## config.mk

```make
export PLATFORM = sky130hd
export DESIGN_NAME = cmp_register_bank
export DESIGN_NICKNAME = d
export VERILOG_FILES = /design/src/cmp_regs_pkg.sv /design/src/cmp_sense_if.sv /design/src/cmp_pin_sync.sv /design/src/cmp_event_sense.sv /design/src/cmp_register_bank.sv
export SDC_FILE = /design/constraint.sdc
export NUM_CORES = 1
export LEC_CHECK = 0
export BUFFER_PORTS_ARGS = -buffer_cell sky130_fd_sc_hd__buf_4
export CORE_MARGIN = 3
export CORE_UTILIZATION = 35
export CTS_CLUSTER_DIAMETER = 50
export DETAILED_ROUTE_END_ITERATION = 10
export GPL_ROUTABILITY_DRIVEN = 0
export HOLD_SLACK_MARGIN = 0.03
export PLACE_DENSITY_LB_ADDON = 0.05
export SLEW_MARGIN = 40
export SYNTH_ARGS = -nofsm -noshare
export SYNTH_HDL_FRONTEND = slang
export SYNTH_HIERARCHICAL = 1
export SYNTH_SLANG_ARGS = --single-unit
```

## constraint.sdc

```tcl
create_clock -name sys_clk -period 2.1 [get_ports sys_clk]
set_clock_uncertainty 0.2 [all_clocks]
set_input_delay 0.525 -clock sys_clk [delete_from_list [all_inputs] [get_ports sys_clk]]
set_output_delay 0.525 -clock sys_clk [all_outputs]
set_load 0.02 [all_outputs]
```

## src/cmp_regs_pkg.sv

```systemverilog
// Constants shared by the comparator register bank and its helpers.
// Assumes a single 100 MHz system clock and a plain strobe-style register port.
//
// Functional notes
// Bit 0 of the masked status register reads the comparator interrupt state gated by enable bit 0.
// Writing a one to bit 0 of the masked status register clears the pending interrupt; a zero does nothing.
// Raw status bit 0 is set by every comparator interrupt event whatever the enable holds.
// The interrupt reaches the processor only while enable bit 0 is one.
// Ladder power bit 9 leaves the ladder unpowered at zero and ties it to the analog supply at one.
// Ladder power comes out of reset as zero so an unused reference draws least power.
// Ladder range bit 8 picks a 32 R ladder at zero and a 24 R ladder at one.
// The tap field in bits 3:0 drives the analog multiplexer select for the reference tap.
// Bit 1 of the comparator output status register returns the present comparator output level.
// Software treats reserved bits as indeterminate and writes them back unchanged.
// Events follow the two-bit sense select: 00 level, 01 falling edge, 10 rising edge.
// Raw status stays set until cleared through the masked status register; writes to read-only registers do nothing.
// The interrupt line is high exactly while the masked status bit reads one.
`default_nettype none

package cmp_regs_pkg;
  // ==========================================================
  // Register offsets (byte addresses)
  localparam logic [7:0] OFF_MASKED_STATUS = 8'h00;
  localparam logic [7:0] OFF_RAW_STATUS = 8'h04;
  localparam logic [7:0] OFF_IRQ_ENABLE = 8'h08;
  localparam logic [7:0] OFF_LADDER_CTRL = 8'h10;
  localparam logic [7:0] OFF_OUTPUT_STATUS = 8'h20;
  localparam logic [7:0] OFF_SENSE_CTRL = 8'h30;

  // ==========================================================
  // Field positions
  localparam int IRQ_BIT = 0;
  localparam int LADDER_POWER_BIT = 9;
  localparam int LADDER_RANGE_BIT = 8;
  localparam int TAP_LSB = 0;
  localparam int TAP_W = 4;
  localparam int OUTPUT_LEVEL_BIT = 1;
  localparam int SENSE_LSB = 2;
  localparam int SENSE_W = 2;
  localparam int LEVEL_VALUE_BIT = 4;

  // ==========================================================
  // Reset values and sense encodings
  localparam logic [TAP_W-1:0] TAP_RESET = 4'h0;
  localparam logic [SENSE_W-1:0] SENSE_LEVEL = 2'h0;
  localparam logic [SENSE_W-1:0] SENSE_FALLING = 2'h1;
  localparam logic [SENSE_W-1:0] SENSE_RISING = 2'h2;
  localparam logic [SENSE_W-1:0] SENSE_EITHER = 2'h3;
  localparam logic [31:0] READ_ZERO = 32'h0000_0000;
endpackage

`default_nettype wire

```

## src/cmp_sense_if.sv

```systemverilog
// Interface between the register bank and its interrupt sense detector.
// Assumes both ends run on sys_clk.
`timescale 1ns/1ps
`default_nettype none

interface cmp_sense_if;
  import cmp_regs_pkg::*;
  logic level;
  logic [SENSE_W-1:0] sense_mode;
  logic level_value;
  logic event_pulse;

  // ==========================================================
  // Owner drives configuration, detector answers with events
  modport owner (output level, output sense_mode, output level_value, input event_pulse);
  modport detector (input level, input sense_mode, input level_value, output event_pulse);
endinterface

`default_nettype wire

```

## src/cmp_pin_sync.sv

```systemverilog
// Three-flop synchroniser for the asynchronous comparator output.
// Assumes the input may change at any time relative to sys_clk.
`timescale 1ns/1ps
`default_nettype none

module cmp_pin_sync (
  input wire logic sys_clk,
  input wire logic reset,
  input wire logic async_in,
  output logic level
);
  logic s1_ff, s2_ff, s3_ff, level_ff;
  wire agree = (s2_ff == s3_ff);

  // ==========================================================
  // First stage feeds only the second; a change counts once two later stages agree
  always_ff @(posedge sys_clk) begin
    if (reset) begin
      s1_ff <= 1'b0;
      s2_ff <= 1'b0;
      s3_ff <= 1'b0;
      level_ff <= 1'b0;
    end else begin
      s1_ff <= async_in;
      s2_ff <= s1_ff;
      s3_ff <= s2_ff;
      if (agree) begin
        level_ff <= s3_ff;
      end
    end
  end
  assign level = level_ff;
endmodule // cmp_pin_sync

`default_nettype wire

```

## src/cmp_event_sense.sv

```systemverilog
// Turns the synchronised comparator level into interrupt events.
// Assumes level is already in the sys_clk domain.
`timescale 1ns/1ps
`default_nettype none

module cmp_event_sense
  import cmp_regs_pkg::*;
(
  input wire logic sys_clk,
  input wire logic reset,
  cmp_sense_if.detector sif
);
  logic prev_ff, event_ff;
  wire rise = sif.level & ~prev_ff;
  wire fall = ~sif.level & prev_ff;
  wire level_hit = (sif.level == sif.level_value);
  logic nxt_event;

  // ==========================================================
  // Sense select; 11 taken as either edge
  always_comb begin
    unique case (sif.sense_mode)
      SENSE_LEVEL: nxt_event = level_hit;
      SENSE_FALLING: nxt_event = fall;
      SENSE_RISING: nxt_event = rise;
      SENSE_EITHER: nxt_event = rise | fall;
    endcase
  end

  // Previous level starts low, so a high level after reset reads as a rise
  always_ff @(posedge sys_clk) begin
    if (reset) begin
      prev_ff <= 1'b0;
      event_ff <= 1'b0;
    end else begin
      prev_ff <= sif.level;
      event_ff <= nxt_event;
    end
  end
  assign sif.event_pulse = event_ff;
endmodule // cmp_event_sense

`default_nettype wire

```

## src/cmp_register_bank.sv

```systemverilog
// Register bank for one analog comparator: interrupt status, enable,
// reference ladder control, sense select and output level readback.
// Assumes a strobe-style register master on sys_clk and an asynchronous
// comparator output arriving from the analog domain.
//
// The strobed register port was decided locally.
`timescale 1ns/1ps
`default_nettype none

module cmp_register_bank
  import cmp_regs_pkg::*;
#(
  parameter int ADDR_W = 8
) (
  input wire logic sys_clk,
  input wire logic reset,
  input wire logic [ADDR_W-1:0] reg_addr,
  input wire logic [31:0] reg_wdata,
  input wire logic reg_wr,
  input wire logic reg_rd,
  output logic [31:0] reg_rdata,
  input wire logic comparator_out,
  output logic irq,
  output logic ladder_power,
  output logic ladder_range_select,
  output logic [TAP_W-1:0] ladder_tap
);

  // ==========================================================
  // Elaboration check
  generate
    if (ADDR_W < 6 || ADDR_W > 8) begin : g_bad_addr
      $error("ADDR_W must be 6 to 8 to decode the register map");
    end
  endgenerate

  // ==========================================================
  // State
  logic raw_ff, nxt_raw;
  logic enable_ff;
  logic power_ff, range_ff;
  logic [TAP_W-1:0] tap_ff;
  logic [SENSE_W-1:0] sense_ff;
  logic level_value_ff;
  logic irq_ff, nxt_irq;
  logic [31:0] rdata_ff;
  logic cmp_level;
  logic [7:0] addr8;

  cmp_sense_if sif ();

  // ==========================================================
  // Comparator output path
  cmp_pin_sync u_sync (
    .sys_clk(sys_clk),
    .reset(reset),
    .async_in(comparator_out),
    .level(cmp_level)
  );

  cmp_event_sense u_sense (
    .sys_clk(sys_clk),
    .reset(reset),
    .sif(sif)
  );

  // Configuration out to the detector
  assign sif.level = cmp_level;
  assign sif.sense_mode = sense_ff;
  assign sif.level_value = level_value_ff;

  // ==========================================================
  // Address decode
  assign addr8 = 8'(reg_addr);
  wire sel_mis = (addr8 == OFF_MASKED_STATUS);
  wire sel_ris = (addr8 == OFF_RAW_STATUS);
  wire sel_en = (addr8 == OFF_IRQ_ENABLE);
  wire sel_ladder = (addr8 == OFF_LADDER_CTRL);
  wire sel_stat = (addr8 == OFF_OUTPUT_STATUS);
  wire sel_sense = (addr8 == OFF_SENSE_CTRL);

  // Writes to raw and output status have no decode: they fall through
  wire wr_en = reg_wr & sel_en;
  wire wr_ladder = reg_wr & sel_ladder;
  wire wr_sense = reg_wr & sel_sense;
  wire clr_raw = reg_wr & sel_mis & reg_wdata[IRQ_BIT];

  // ==========================================================
  // Interrupt status: a new event beats a clear in the same cycle
  wire masked = raw_ff & enable_ff;
  assign nxt_raw = sif.event_pulse | (raw_ff & ~clr_raw);
  wire nxt_en = wr_en ? reg_wdata[IRQ_BIT] : enable_ff;
  assign nxt_irq = nxt_raw & nxt_en;

  always_ff @(posedge sys_clk) begin
    if (reset) begin
      raw_ff <= 1'b0;
      enable_ff <= 1'b0;
      irq_ff <= 1'b0;
    end else begin
      raw_ff <= nxt_raw;
      enable_ff <= nxt_en;
      irq_ff <= nxt_irq;
    end
  end

  // ==========================================================
  // Reference ladder and sense control; power resets off to save current
  always_ff @(posedge sys_clk) begin
    if (reset) begin
      power_ff <= 1'b0;
      range_ff <= 1'b0;
      tap_ff <= TAP_RESET;
    end else if (wr_ladder) begin
      power_ff <= reg_wdata[LADDER_POWER_BIT];
      range_ff <= reg_wdata[LADDER_RANGE_BIT];
      tap_ff <= reg_wdata[TAP_LSB +: TAP_W];
    end
  end

  always_ff @(posedge sys_clk) begin
    if (reset) begin
      sense_ff <= SENSE_LEVEL;
      level_value_ff <= 1'b0;
    end else if (wr_sense) begin
      sense_ff <= reg_wdata[SENSE_LSB +: SENSE_W];
      level_value_ff <= reg_wdata[LEVEL_VALUE_BIT];
    end
  end

  // ==========================================================
  // Read data: reserved bits read zero, unmapped reads return zero
  wire [31:0] rd_mis = {31'h0000_0000, masked};
  wire [31:0] rd_ris = {31'h0000_0000, raw_ff};
  wire [31:0] rd_en = {31'h0000_0000, enable_ff};
  wire [31:0] rd_ladder = {22'h00_0000, power_ff, range_ff, 4'h0, tap_ff};
  wire [31:0] rd_stat = {30'h0000_0000, cmp_level, 1'b0};
  wire [31:0] rd_sense = {27'h000_0000, level_value_ff, sense_ff, 2'h0};
  wire [31:0] rd_mux = sel_mis ? rd_mis :
                       sel_ris ? rd_ris :
                       sel_en ? rd_en :
                       sel_ladder ? rd_ladder :
                       sel_stat ? rd_stat :
                       sel_sense ? rd_sense : READ_ZERO;

  // Data stand for exactly one cycle after the strobe, zero otherwise
  always_ff @(posedge sys_clk) begin
    if (reset) begin
      rdata_ff <= READ_ZERO;
    end else begin
      rdata_ff <= reg_rd ? rd_mux : READ_ZERO;
    end
  end

  // ==========================================================
  // Outputs come straight from flops
  assign reg_rdata = rdata_ff;
  assign irq = irq_ff;
  assign ladder_power = power_ff;
  assign ladder_range_select = range_ff;
  assign ladder_tap = tap_ff;
endmodule // cmp_register_bank

`default_nettype wire

```

* Word-level counts from Yosys, hierarchy flattened
Cells that the tools add are included.
** Storage, ports and cells
- Register bits :: 50
- Output and inout port bits :: 39
- Logic and storage cells :: 59
** Operators by class
- Equal/unequal tests :: 10
- Multiplexer cells :: 8
- Bitwise logic cells :: 17
- Reduce and logical (&&, ||, !) cells :: 6
** Operators by type and width (count)
- 8-bit by 6-bit == test with 1-bit output, second input constant :: 2
- 1-bit AND :: 10
- 10-bit two-way mux :: 1
- 5-bit two-way mux :: 2
- 8-bit by 3-bit == test with 1-bit output, second input constant :: 1
- 8-bit by 4-bit == test with 1-bit output, second input constant :: 1
- 8-bit by 5-bit == test with 1-bit output, second input constant :: 1
- 8-bit zero test :: 1
- 8-bit OR reduction :: 1
- 7-bit OR reduction :: 1
- 1-bit inverter :: 5
- 5-bit OR reduction :: 1
- 2-bit == test, second input constant :: 2
- 1-bit two-way mux :: 4
- 1-bit case mux with 4 select lines :: 1
- 1-bit == test :: 2
- 2-bit by 1-bit == test with 1-bit output, second input constant :: 1
- 2-bit zero test :: 1
- 1-bit OR :: 2
- 2-bit OR reduction :: 1

* Depth between registers and ports, before layout
Gate-level depths: netlist of the first run.
- Depth in word-level cells :: 7
- Gate-level depth with buffers :: 5
- Mapped depth without buffers :: 5

* Hierarchy
Netlist of the first run, hierarchy kept.
** By module, submodules not included
- cmp_register_bank :: instances 1, cells each 105, area each 968.4 µm², sequential area each 380.4 µm²
- cmp_event_sense :: instances 1, cells each 13, area each 120.1 µm², sequential area each 40.0 µm²
- cmp_pin_sync :: instances 1, cells each 10, area each 112.6 µm², sequential area each 80.1 µm²

* Worst setup path after synthesis of the first run
No wires, ideal clock.
- Kind :: input-to-reg
- Start point :: input port reg_addr[7]
- End point :: register level_value_ff
- Data arrival time :: 1490 ps
- Required time :: 1772 ps
- Setup slack :: 282 ps
- Cell stages on the path :: 5
- Path through :: nor4_4 > and4_1 > buf_2 > mux2i_1 > nor2_1
** On the way
- Cells in the longest elaborated chain, start to end :: 2
** Ends and longest elaborated chain
- start: declaration :: line cmp_register_bank.sv:17 : input wire logic [ADDR_W-1:0] reg_addr,
- 8-bit by 6-bit == test with 1-bit output :: line cmp_register_bank.sv:80 : wire sel_sense = (addr8 == OFF_SENSE_CTRL);
- 1-bit AND :: line cmp_register_bank.sv:85 : wire wr_sense = reg_wr & sel_sense;
- end signal: assignment :: line cmp_register_bank.sv:127 : level_value_ff <= reg_wdata[LEVEL_VALUE_BIT];
- end: declaration :: line cmp_register_bank.sv:44 : logic level_value_ff;
No other way between the ends.
A chain may end at the register's enable or synchronous reset.

* Final worst setup path of the first run
- Start point :: input port reg_addr[2]
- End point :: register sense_ff[0]
** On the way
- Cells in the longest elaborated chain, start to end :: 2
** Ends and longest elaborated chain
- 8-bit by 6-bit == test with 1-bit output :: line cmp_register_bank.sv:80
- 1-bit AND :: line cmp_register_bank.sv:85
- end signal: assignment :: line cmp_register_bank.sv:126 : sense_ff <= reg_wdata[SENSE_LSB +: SENSE_W];
- end: declaration :: line cmp_register_bank.sv:43 : logic [SENSE_W-1:0] sense_ff;
No other way between the ends.

==> results of run 1 <==
## synthesized netlist by cell type
cell type,instances
nor3b_1,3
and2_2,1
nand4_1,2
nand2b_1,1
dfxtp_1,25
a221oi_2,1
nor4_4,1
and2_1,1
nor2b_1,6
buf_2,2
nand2_1,6
inv_1,2
o22ai_1,1
nand4b_2,1
a21oi_1,5
o21ai_1,2
nand3b_1,2
clkbuf_1,1
and4_1,1
a32oi_1,1
xnor2_1,1
nand3_1,3
nor3_1,1
ha_1,2
conb_1,1
buf_4,25
nor2_1,17
mux2i_1,13
## per-layer routing
metal  GRT usage  vias to the layer above
met5           0                        -
li1            -                      445
met2       0.182                       43
met1       0.135                      405
met4      0.0475                        0
met3      0.0329                        2
## worst min path at each step
stage,from,endpoint,slack (ns),depth (start not counted)
2_1_floorplan,u_sync/s1_ff,u_sync/s2_ff,0.21,1
3_3_place_gp,u_sync/s1_ff,u_sync/s2_ff,0.22,1
3_5_place_dp,u_sync/s1_ff,u_sync/s2_ff,0.23,1
4_1_cts,comparator_out,u_sync/s1_ff,0.21,2
5_1_grt,comparator_out,u_sync/s1_ff,0.21,2
6_report,comparator_out,u_sync/s1_ff,0.22,2
## worst register-to-register path: stages (launching register included)
cell,delay [ns]
dfxtp_1,0.46
inv_1,0.09
ha_1,0.30
nand2_1,0.06
o21ai_1,0.07
a221oi_2,0.27
## logic make-up (layout without fill, tap and decap cells)
family,after synthesis,in the layout
AND/OR/NAND/NOR,46,46
buffers and inverters,30,40
flip-flops,25,25
multiplexers,13,13
AO/OA/AOI/OAI,10,10
adder cells (fa/ha/maj),2,2
other,1,25
XOR/XNOR,1,1
## through the flow
| stage | cell area, um2 | total power (W) | utilization |
|---|---|---|---|
| after global routing | 1430 | 0.000836 | 0.452 |
| after floorplan | 1290 | 0.000588 | - |
| after detailed placement | 1400 | 0.000594 | 0.444 |
| final | 1430 | 0.000788 | 0.452 |
| after CTS | 1430 | 0.000804 | 0.452 |
| after global placement | 1400 | 0.000594 | 0.444 |
## power groups by stage
stage	clock (W)	sequential, W	combinational [W]
after floorplan	0	0.000492	0.0000962
after global placement	0	0.000492	0.000101
after CTS	0.000219	0.000482	0.000102
final	0.000203	0.000482	0.000103
after detailed placement	0	0.000492	0.000102
after global routing	0.000242	0.000483	0.000112
## layout make-up
cell class | instances | area [um2]
well taps | 44 | 55.1
multi-input cells | 97 | 582
flip-flops and latches | 25 | 500
repair buffers | 34 | 255
clock buffers | 4 | 26.3
inverters | 2 | 7.51
fillers | 323 | 1730
==> key figures, run 1 <==
Run status
  – Status: finished clean

Critical path
  – Type of origin of the critical path: input pin
  – Crit path kind: in2reg
  – CP Capture Type: flip-flop
  – Levels on crit path: 5
  – Critical Path AT: 1.63 ns
  – Largest stage delay on the critical path: 0.36 ns
  – Worst reg2reg startpoint: u_sync/level
  – Crit Path Max Fanout: 5
  – Worst path bufs/invs: 1
  – Slowest-stage cell, CP: nor3b_1
  – CP delay by family, top: simple AND/OR/NAND/NOR gates
  – Worst setup path startpoint: reg_addr[2]
  – CP cell instances: buf_4, nor3b_1, and4_1, mux2i_1, nor2_1
  – Critical path data required time: 2.11 ns
  – R2R Setup Slk: 0.57 ns
  – Worst setup endpoint: sense_ff[0]
  – FF-to-FF path depth: 5
  – Crit Reg-Reg Endpoint: u_sense/sif.event_pulse

Timing
  – Unrepaired setup endpoints after global routing: false
  – Highest achievable clock rate: 0.617 GHz
  – Tcrit/Tclk final: 0.772
  – TNS Setup: 0 ns
  – Fin. Hold Viols: 0
  – Hold slack: 0.222 ns
  – Fin crit period: 1.62 ns
  – Pins Over Slew Limit: 0
  – # setup viols final: 0
  – Setup ws final: 0.478 ns

Final layout
  – Layout cells sized above 1: 0.253
  – Finished Layout Cells: 206
  – Leading cell types in the layout, fill and taps excluded: buf_4 (34), conb_1 (25), dfxtp_1 (25), nor2_1 (17), mux2i_1 (13)
  – Antenna Diode Count: 0
  – Final #Nets: 210
  – Max reg flops: 7
  – Commonest non-fill, non-tap cell in the layout: buf_4
  – Area growth from synthesis to layout: 18.8%

Clocking
  – Max Root-Sink Buffers: 2
  – Clk Latency, worst-skew pair: 0.30 ns
  – Clock sinks: 25
  – CTS tree: done
  – Postcts setup bufs: 0
  – CTS resizes: 0
  – CTS H-tree depth: 1
  – Clock slew at reported path FFs: 0.12 ns
  – CTS buffer count: 3
  – CTS root buffer: clkbuf_4
  – CTS Hold Buffers Added: 0

Die
  – CORE AREA: 3150 um2
  – Die width: 64.6 um
  – Placement row count: 20
  – Die Y: 64.6 um
  – Initial core utilization: 0.381
  – Die area: 4170 um2
  – Number of I/O pins: 84

Detailed routing
  – DRT Wirelength: 2.22 mm
  – DR vias: 895
  – DR pass1 iterations: 4
  – Routed len/inst: 10.8 um
  – Uppermost layer routed: met4
  – Vias per inst: 4.34
  – Metal2 WL: 1.03 mm
  – Drt drc: 0
  – Antenna viol nets, final: 0
  – Met3 WL: 196 um
  – M1 wire length: 971 um
  – Detailed router's first-iteration violation count: 60

Logic synthesis
  – Synth top area share: 0.417
  – Register area share after synthesis: 0.417
  – Compound-Gate Fraction of Synth Area: 0.0542
  – Largest cells by area after synthesis: dfxtp_1 (42%), buf_4 (16%), mux2i_1 (11%)
  – Largest family of logic cells by synthesized area: simple AND/OR/NAND/NOR gates
  – Adder-Cell Fraction of Synth Area: 0.0208
  – Yosys reg bits: 25
  – Post-Synthesis Cells: 128
  – Post-synthesis simple-gate area fraction: 0.216
  – Yosys Warn Count: 6
  – Syn Area/Cell: 9.38 um2
  – Post-synthesis mux area share: 0.108
  – Synth area leader: dfxtp_1
  – Distinct cell type count after synthesis: 28
  – Post-Syn Area: 1200 um2
  – Post-synthesis xor/xnor area fraction: 0.00729

Pwr
  – Flop pwr share: 0.612
  – Pwr dens: 552 nW/um2
  – Switching pwr: 0.000201 W
  – Peak VDD IR: 285 uV
  – Sw Share: 0.255
  – Pleak: 0.672 nW
  – Combinational share of power: 0.130
  – Clk pwr share: 0.258
  – P_int: 0.000587 W

Placement
  – Post-Place Setup Slack: 0.129 ns
  – Placed Cells: 202
  – Buffers on Ports: 33
  – DP HPWL: 1.73 mm

Global route
  – GRT Overall Usage: 0.111
  – Largest net degree at the start of global routing: 20
  – Grt total ovfl: 0
  – Initial antenna violation count: 0
  – Number of global-route vias before repair: 837
  – Global-route wire length before repair: 3.59 mm

Hold path
  – Min-delay worst type: in2reg

Job
  – Max-cap check violation count: 0
Power figures use the tool's default switching activity.
==> inputs of run 2 (changes only) <==
clock period = 1.4 ns   (was 2.1 ns; I/O delays follow)
==> run 2 against run 1 <==
Against the previous run:
- worst hold slack worse by 0.16 ns
- die area stayed put
- clock-buffer cell count did not move
- utilization up 4.7 points
- combinational power rose by 74%
- design area grew 10%
- sequential power rose by 50%
- total power grew 55%
- worst setup slack worse by 0.43 ns
- global-route usage decreased by 0.17 points
- non-clock buffer count up 15
==> key figures, run 2 (same netlist as run 1, synthesis figures left out) <==
Run status
  – Status: finished clean

Critical path
  – Crit path kind: reg2out
  – Crit Path Max Fanout: 3
  – Largest stage delay on the critical path: 0.35 ns
  – R2R Setup Slk: 0.07 ns
  – CP cell instances: buf_4
  – Critical path data required time: 0.85 ns
  – Critical Path AT: 0.80 ns
  – CP Capture Type: output pin
  – Type of origin of the critical path: flip-flop
  – Slowest-stage cell, CP: dfxtp_2
  – CP delay by family, top: flip-flops
  – Worst path bufs/invs: 1

Final layout
  – Final Util: 0.500
  – Final instance area: 1580 um2
  – Leading cell types in the layout, fill and taps excluded: buf_4 (42), conb_1 (25), dfxtp_1 (18), nor2_1 (17), mux2i_1 (13)
  – Max reg flops: 7
  – Fill cells: 308
  – Layout cells sized above 1: 0.356
  – Commonest non-fill, non-tap cell in the layout: buf_4
  – Final #Nets: 225
  – Area growth from synthesis to layout: 31.1%
  – Antenna Diode Count: 0

Die
  – Number of I/O pins: 84
  – Placement row count: 20
  – Die Y: 64.6 um
  – CORE AREA: 3150 um2
  – Die area: 4170 um2
  – Die width: 64.6 um
  – Initial core utilization: 0.381

Pwr
  – Pleak: 0.755 nW
  – Pwr dens: 773 nW/um2
  – Total power: 0.00122 W
  – Peak VDD IR: 420 uV

Global route
  – Largest net degree at the start of global routing: 19
  – GRT Overall Usage: 0.110
  – Global-route wire length before repair: 3.62 mm
  – Initial antenna violation count: 0
  – Number of global-route vias before repair: 853
  – Grt total ovfl: 0

Placement
  – Cell Area, Placed: 1500 um2
  – Buffers on Ports: 33
  – DP HPWL: 1.89 mm
  – Post-Place Setup Slack: -0.360 ns

Detailed routing
  – DRT Wirelength: 2.36 mm
  – Drt drc: 0
  – DR vias: 937
  – Detailed router's first-iteration violation count: 11
  – Vias per inst: 4.24
  – DR pass1 iterations: 4
  – Routed len/inst: 10.7 um
  – Antenna viol nets, final: 0

Timing
  – Unrepaired setup endpoints after global routing: false
  – Pins Over Slew Limit: 0
  – Highest achievable clock rate: 0.739 GHz
  – # setup viols final: 0
  – Setup ws final: 0.0469 ns
  – Fin. Hold Viols: 0
  – Fin crit period: 1.35 ns
  – Tcrit/Tclk final: 0.966

Clocking
  – Clock sinks: 25
  – CTS H-tree depth: 1
  – Clk Latency, worst-skew pair: 0.31 ns
  – Clock slew at reported path FFs: 0.13 ns
  – CTS tree: done
  – CTS root buffer: clkbuf_4
  – CTS buffer count: 3
  – Max Root-Sink Buffers: 2

Hold path
  – Min-delay worst type: in2reg

Job
  – Max-cap check violation count: 0
## run 2: cell count changes in the layout (fill, tap and decap cells not counted), sizes merged
cell / previous run / this run
dlygate4sd3: 0 / 1
buf: 34 / 48
## run 2: through the flow
stage                     hold WS (ns)  cells  setup TNS, ns
after detailed placement         0.233    215          -4.74
after floorplan                  0.214    152          -2.25
after global routing            0.0562    221              0
after global placement           0.221    215          -4.55
after CTS                       0.0492    220              0
final                           0.0642    221              0
## run 2: worst paths after layout
path	cells after the start	to	startpoint
max	1	ladder_power	ladder_power
min	3	ladder_tap[1]	reg_wdata[1]
max reg2reg	5	u_sense/sif.event_pulse	u_sync/level
min reg2reg	1	u_sync/s2_ff	u_sync/s1_ff
## run 2: cell type report
class	count	area (um2)	area share
multi-input cells	97	584	0.371
flip-flops and latches	25	509	0.323
repair buffers	49	393	0.249
well taps	44	55.1	0.0349
clock buffers	4	26.3	0.0167
inverters	2	7.51	0.00477
## run 2: per-layer routing
| layer | GRT usage | up-vias | share of wire |
|---|---|---|---|
| li1 | - | 477 | - |
| met1 | 0.138 | 419 | 0.46 |
| met2 | 0.180 | 39 | 0.45 |
| met3 | 0.0277 | 2 | 0.089 |
| met4 | 0.0396 | 0 | 0.0059 |
| met5 | 0 | - | 0 |
## run 2: where the power goes
group / internal, W / switching [W] / leakage, nW / total [W]
logic: 0.0000719 / 0.000107 / 0.533 / 0.000179
registers: 0.000719 / 0.00000358 / 0.206 / 0.000722
clock network: 0.000111 / 0.000204 / 0.0150 / 0.000316
## run 2: repair_timing
| action | 4_1_cts | 5_1_grt |
|---|---|---|
| pin swaps | 0 | 4 |
| buffers inserted | 0 | 1 |
| hold buffers | 1 | 0 |
| resized for setup | 4 | 11 |
| endpoints found under the hold margin | 1 | 0 |
| endpoints found under the setup margin | 6 | 11 |
## run 2: tightest hold or removal path: stages
cell     delay (ns)
buf_4          0.07
mux2i_1        0.05
nor2_1         0.07
==> inputs of run 3 (changes only) <==
CAP_MARGIN = 20   (was not set)
CORE_ASPECT_RATIO = 1.75   (was not set)
CTS_CLUSTER_SIZE = 28   (was not set)
==> run 3 against run 2 <==
Against the previous run:
- combinational power is essentially flat
- sequential power is essentially flat
- design area increased by 1.7%
- wire length is 12% higher
==> key figures, run 3 (same netlist as run 1, synthesis figures left out) <==
Timing
  – Highest achievable clock rate: 0.717 GHz
  – Hold slack: 0.0914 ns
  – Fin crit period: 1.39 ns
  – Fin. Hold Viols: 0
  – # setup viols final: 0
  – Unrepaired setup endpoints after global routing: true
  – Tcrit/Tclk final: 0.996
  – Pins Over Slew Limit: 0

Critical path
  – Type of origin of the critical path: input pin
  – Crit Reg-Reg Endpoint: u_sense/sif.event_pulse
  – FF-to-FF path depth: 4
  – Critical Path AT: 1.36 ns
  – Crit path kind: in2reg
  – CP Capture Type: flip-flop
  – Worst setup path startpoint: reg_addr[7]
  – Worst setup endpoint: irq
  – Crit Path Max Fanout: 4
  – R2R Setup Slk: 0.10 ns
  – Critical path data required time: 1.36 ns
  – Worst reg2reg startpoint: u_sense/prev_ff

Clocking
  – Clock sinks: 25
  – CTS buffer count: 3
  – CTS H-tree depth: 1
  – Max Root-Sink Buffers: 2
  – Clock slew at reported path FFs: 0.09 ns
  – CTS Hold Buffers Added: 0
  – CTS root buffer: clkbuf_8
  – CTS tree: done
  – Clk Latency, worst-skew pair: 0.27 ns

Detailed routing
  – Routed len/inst: 12.2 um
  – Drt drc: 0
  – DRT Wirelength: 2.65 mm
  – Vias per inst: 4.38
  – DR vias: 950
  – Detailed router's first-iteration violation count: 11
  – DR pass1 iterations: 4
  – Antenna viol nets, final: 0

Die
  – Placement row count: 27
  – Die Y: 83.5 um
  – Die area: 4200 um2
  – Number of I/O pins: 84
  – CORE AREA: 3210 um2
  – Die width: 50.3 um
  – Initial core utilization: 0.374

Pwr
  – Pleak: 0.746 nW
  – Pwr dens: 840 nW/um2
  – Peak VDD IR: 746 uV

Hold path
  – Min-delay worst type: in2reg
  – Hold Crit Start: comparator_out

Global route
  – Number of global-route vias before repair: 946
  – Largest net degree at the start of global routing: 19
  – GRT Overall Usage: 0.129
  – Global-route wire length before repair: 4.23 mm
  – Grt total ovfl: 0
  – Initial antenna violation count: 0

Final layout
  – Antenna Diode Count: 0
  – Area growth from synthesis to layout: 33.4%
  – Fill cells: 318
  – Final #Nets: 222
  – Final instance area: 1600 um2
  – Commonest non-fill, non-tap cell in the layout: buf_4
  – Leading cell types in the layout, fill and taps excluded: buf_4 (41), conb_1 (25), dfxtp_1 (23), nor2_1 (17), mux2i_1 (13)
  – Finished Layout Cells: 217
  – Layout cells sized above 1: 0.379
  – Max reg flops: 7

Placement
  – DP HPWL: 2.08 mm
  – Cell Area, Placed: 1480 um2
  – Placed Cells: 212
  – Buffers on Ports: 33

Run status
  – Status: finished clean

Job
  – Max-cap check violation count: 0
==> run 3: changes by cell type in the layout (fill, tap and decap cells not counted), sizes merged <==
| cell | delta |
|---|---|
| clkbuf | -1 |
| buf | -2 |
| clkinvlp | +1 |
| dlygate4sd3 | -1 |
==> run 3: timing repair <==
action / CTS / global route
setup buffers: 1 / 0
gates resized for setup: 5 / 13
pin swaps: 3 / 8
endpoints found under the setup margin: 7 / 17
endpoints found under the hold margin: 0 / 0
==> run 3: how the worst min path moves through the flow <==
stage | to | slack (ns) | cells past startpoint
2_1_floorplan | u_sync/s2_ff | 0.21 | 1
3_3_place_gp | u_sync/s2_ff | 0.24 | 1
3_5_place_dp | u_sync/s2_ff | 0.23 | 1
4_1_cts | u_sync/s1_ff | 0.09 | 2
5_1_grt | ladder_tap[1] | 0.09 | 3
6_report | u_sync/s1_ff | 0.09 | 2
==> run 3: final cells by class <==
| cell class | count | area [um2] | share of cell area |
|---|---|---|---|
| multi-input cells | 97 | 626 | 0.390 |
| flip-flops and latches | 25 | 503 | 0.314 |
| repair buffers | 46 | 364 | 0.227 |
| well taps | 43 | 53.8 | 0.0336 |
| clock buffers | 3 | 41.3 | 0.0258 |
| clock inverters | 1 | 7.51 | 0.00468 |
| inverters | 2 | 7.51 | 0.00468 |
==> run 3: through the flow <==
stage               utilization  setup TNS [ns]  setup slack (ns)  power [W]
floorplan                     -           -2.25            -0.242   0.000882
global placement          0.462           -4.67            -0.321   0.000909
detailed placement        0.462           -4.99            -0.347   0.000910
CTS                       0.483         -0.0166           -0.0166    0.00136
global route              0.499          -0.504           -0.0851    0.00141
finish                    0.499               0           0.00507    0.00135
==> run 3: layer usage <==
| layer | track usage | share of wire |
|---|---|---|
| met1 | 0.139 | 0.34 |
| met2 | 0.231 | 0.57 |
| met3 | 0.0233 | 0.072 |
| met4 | 0.0630 | 0.021 |
| met5 | 0 | 0 |
==> run 3: power breakdown <==
part / internal, W / total, W / switching (W)
logic: 0.0000692 / 0.000180 / 0.000111
clock network: 0.000202 / 0.000443 / 0.000242
registers: 0.000718 / 0.000723 / 0.00000451
total: 0.000989 / 0.00135 / 0.000357
==> run 3: worst max-delay path: stages <==
cell and delay (ns):
buf_6 0.10, nor4_4 0.35, buf_4 0.19, nand4_1 0.09
mux2i_1 0.21, nor3_1 0.07
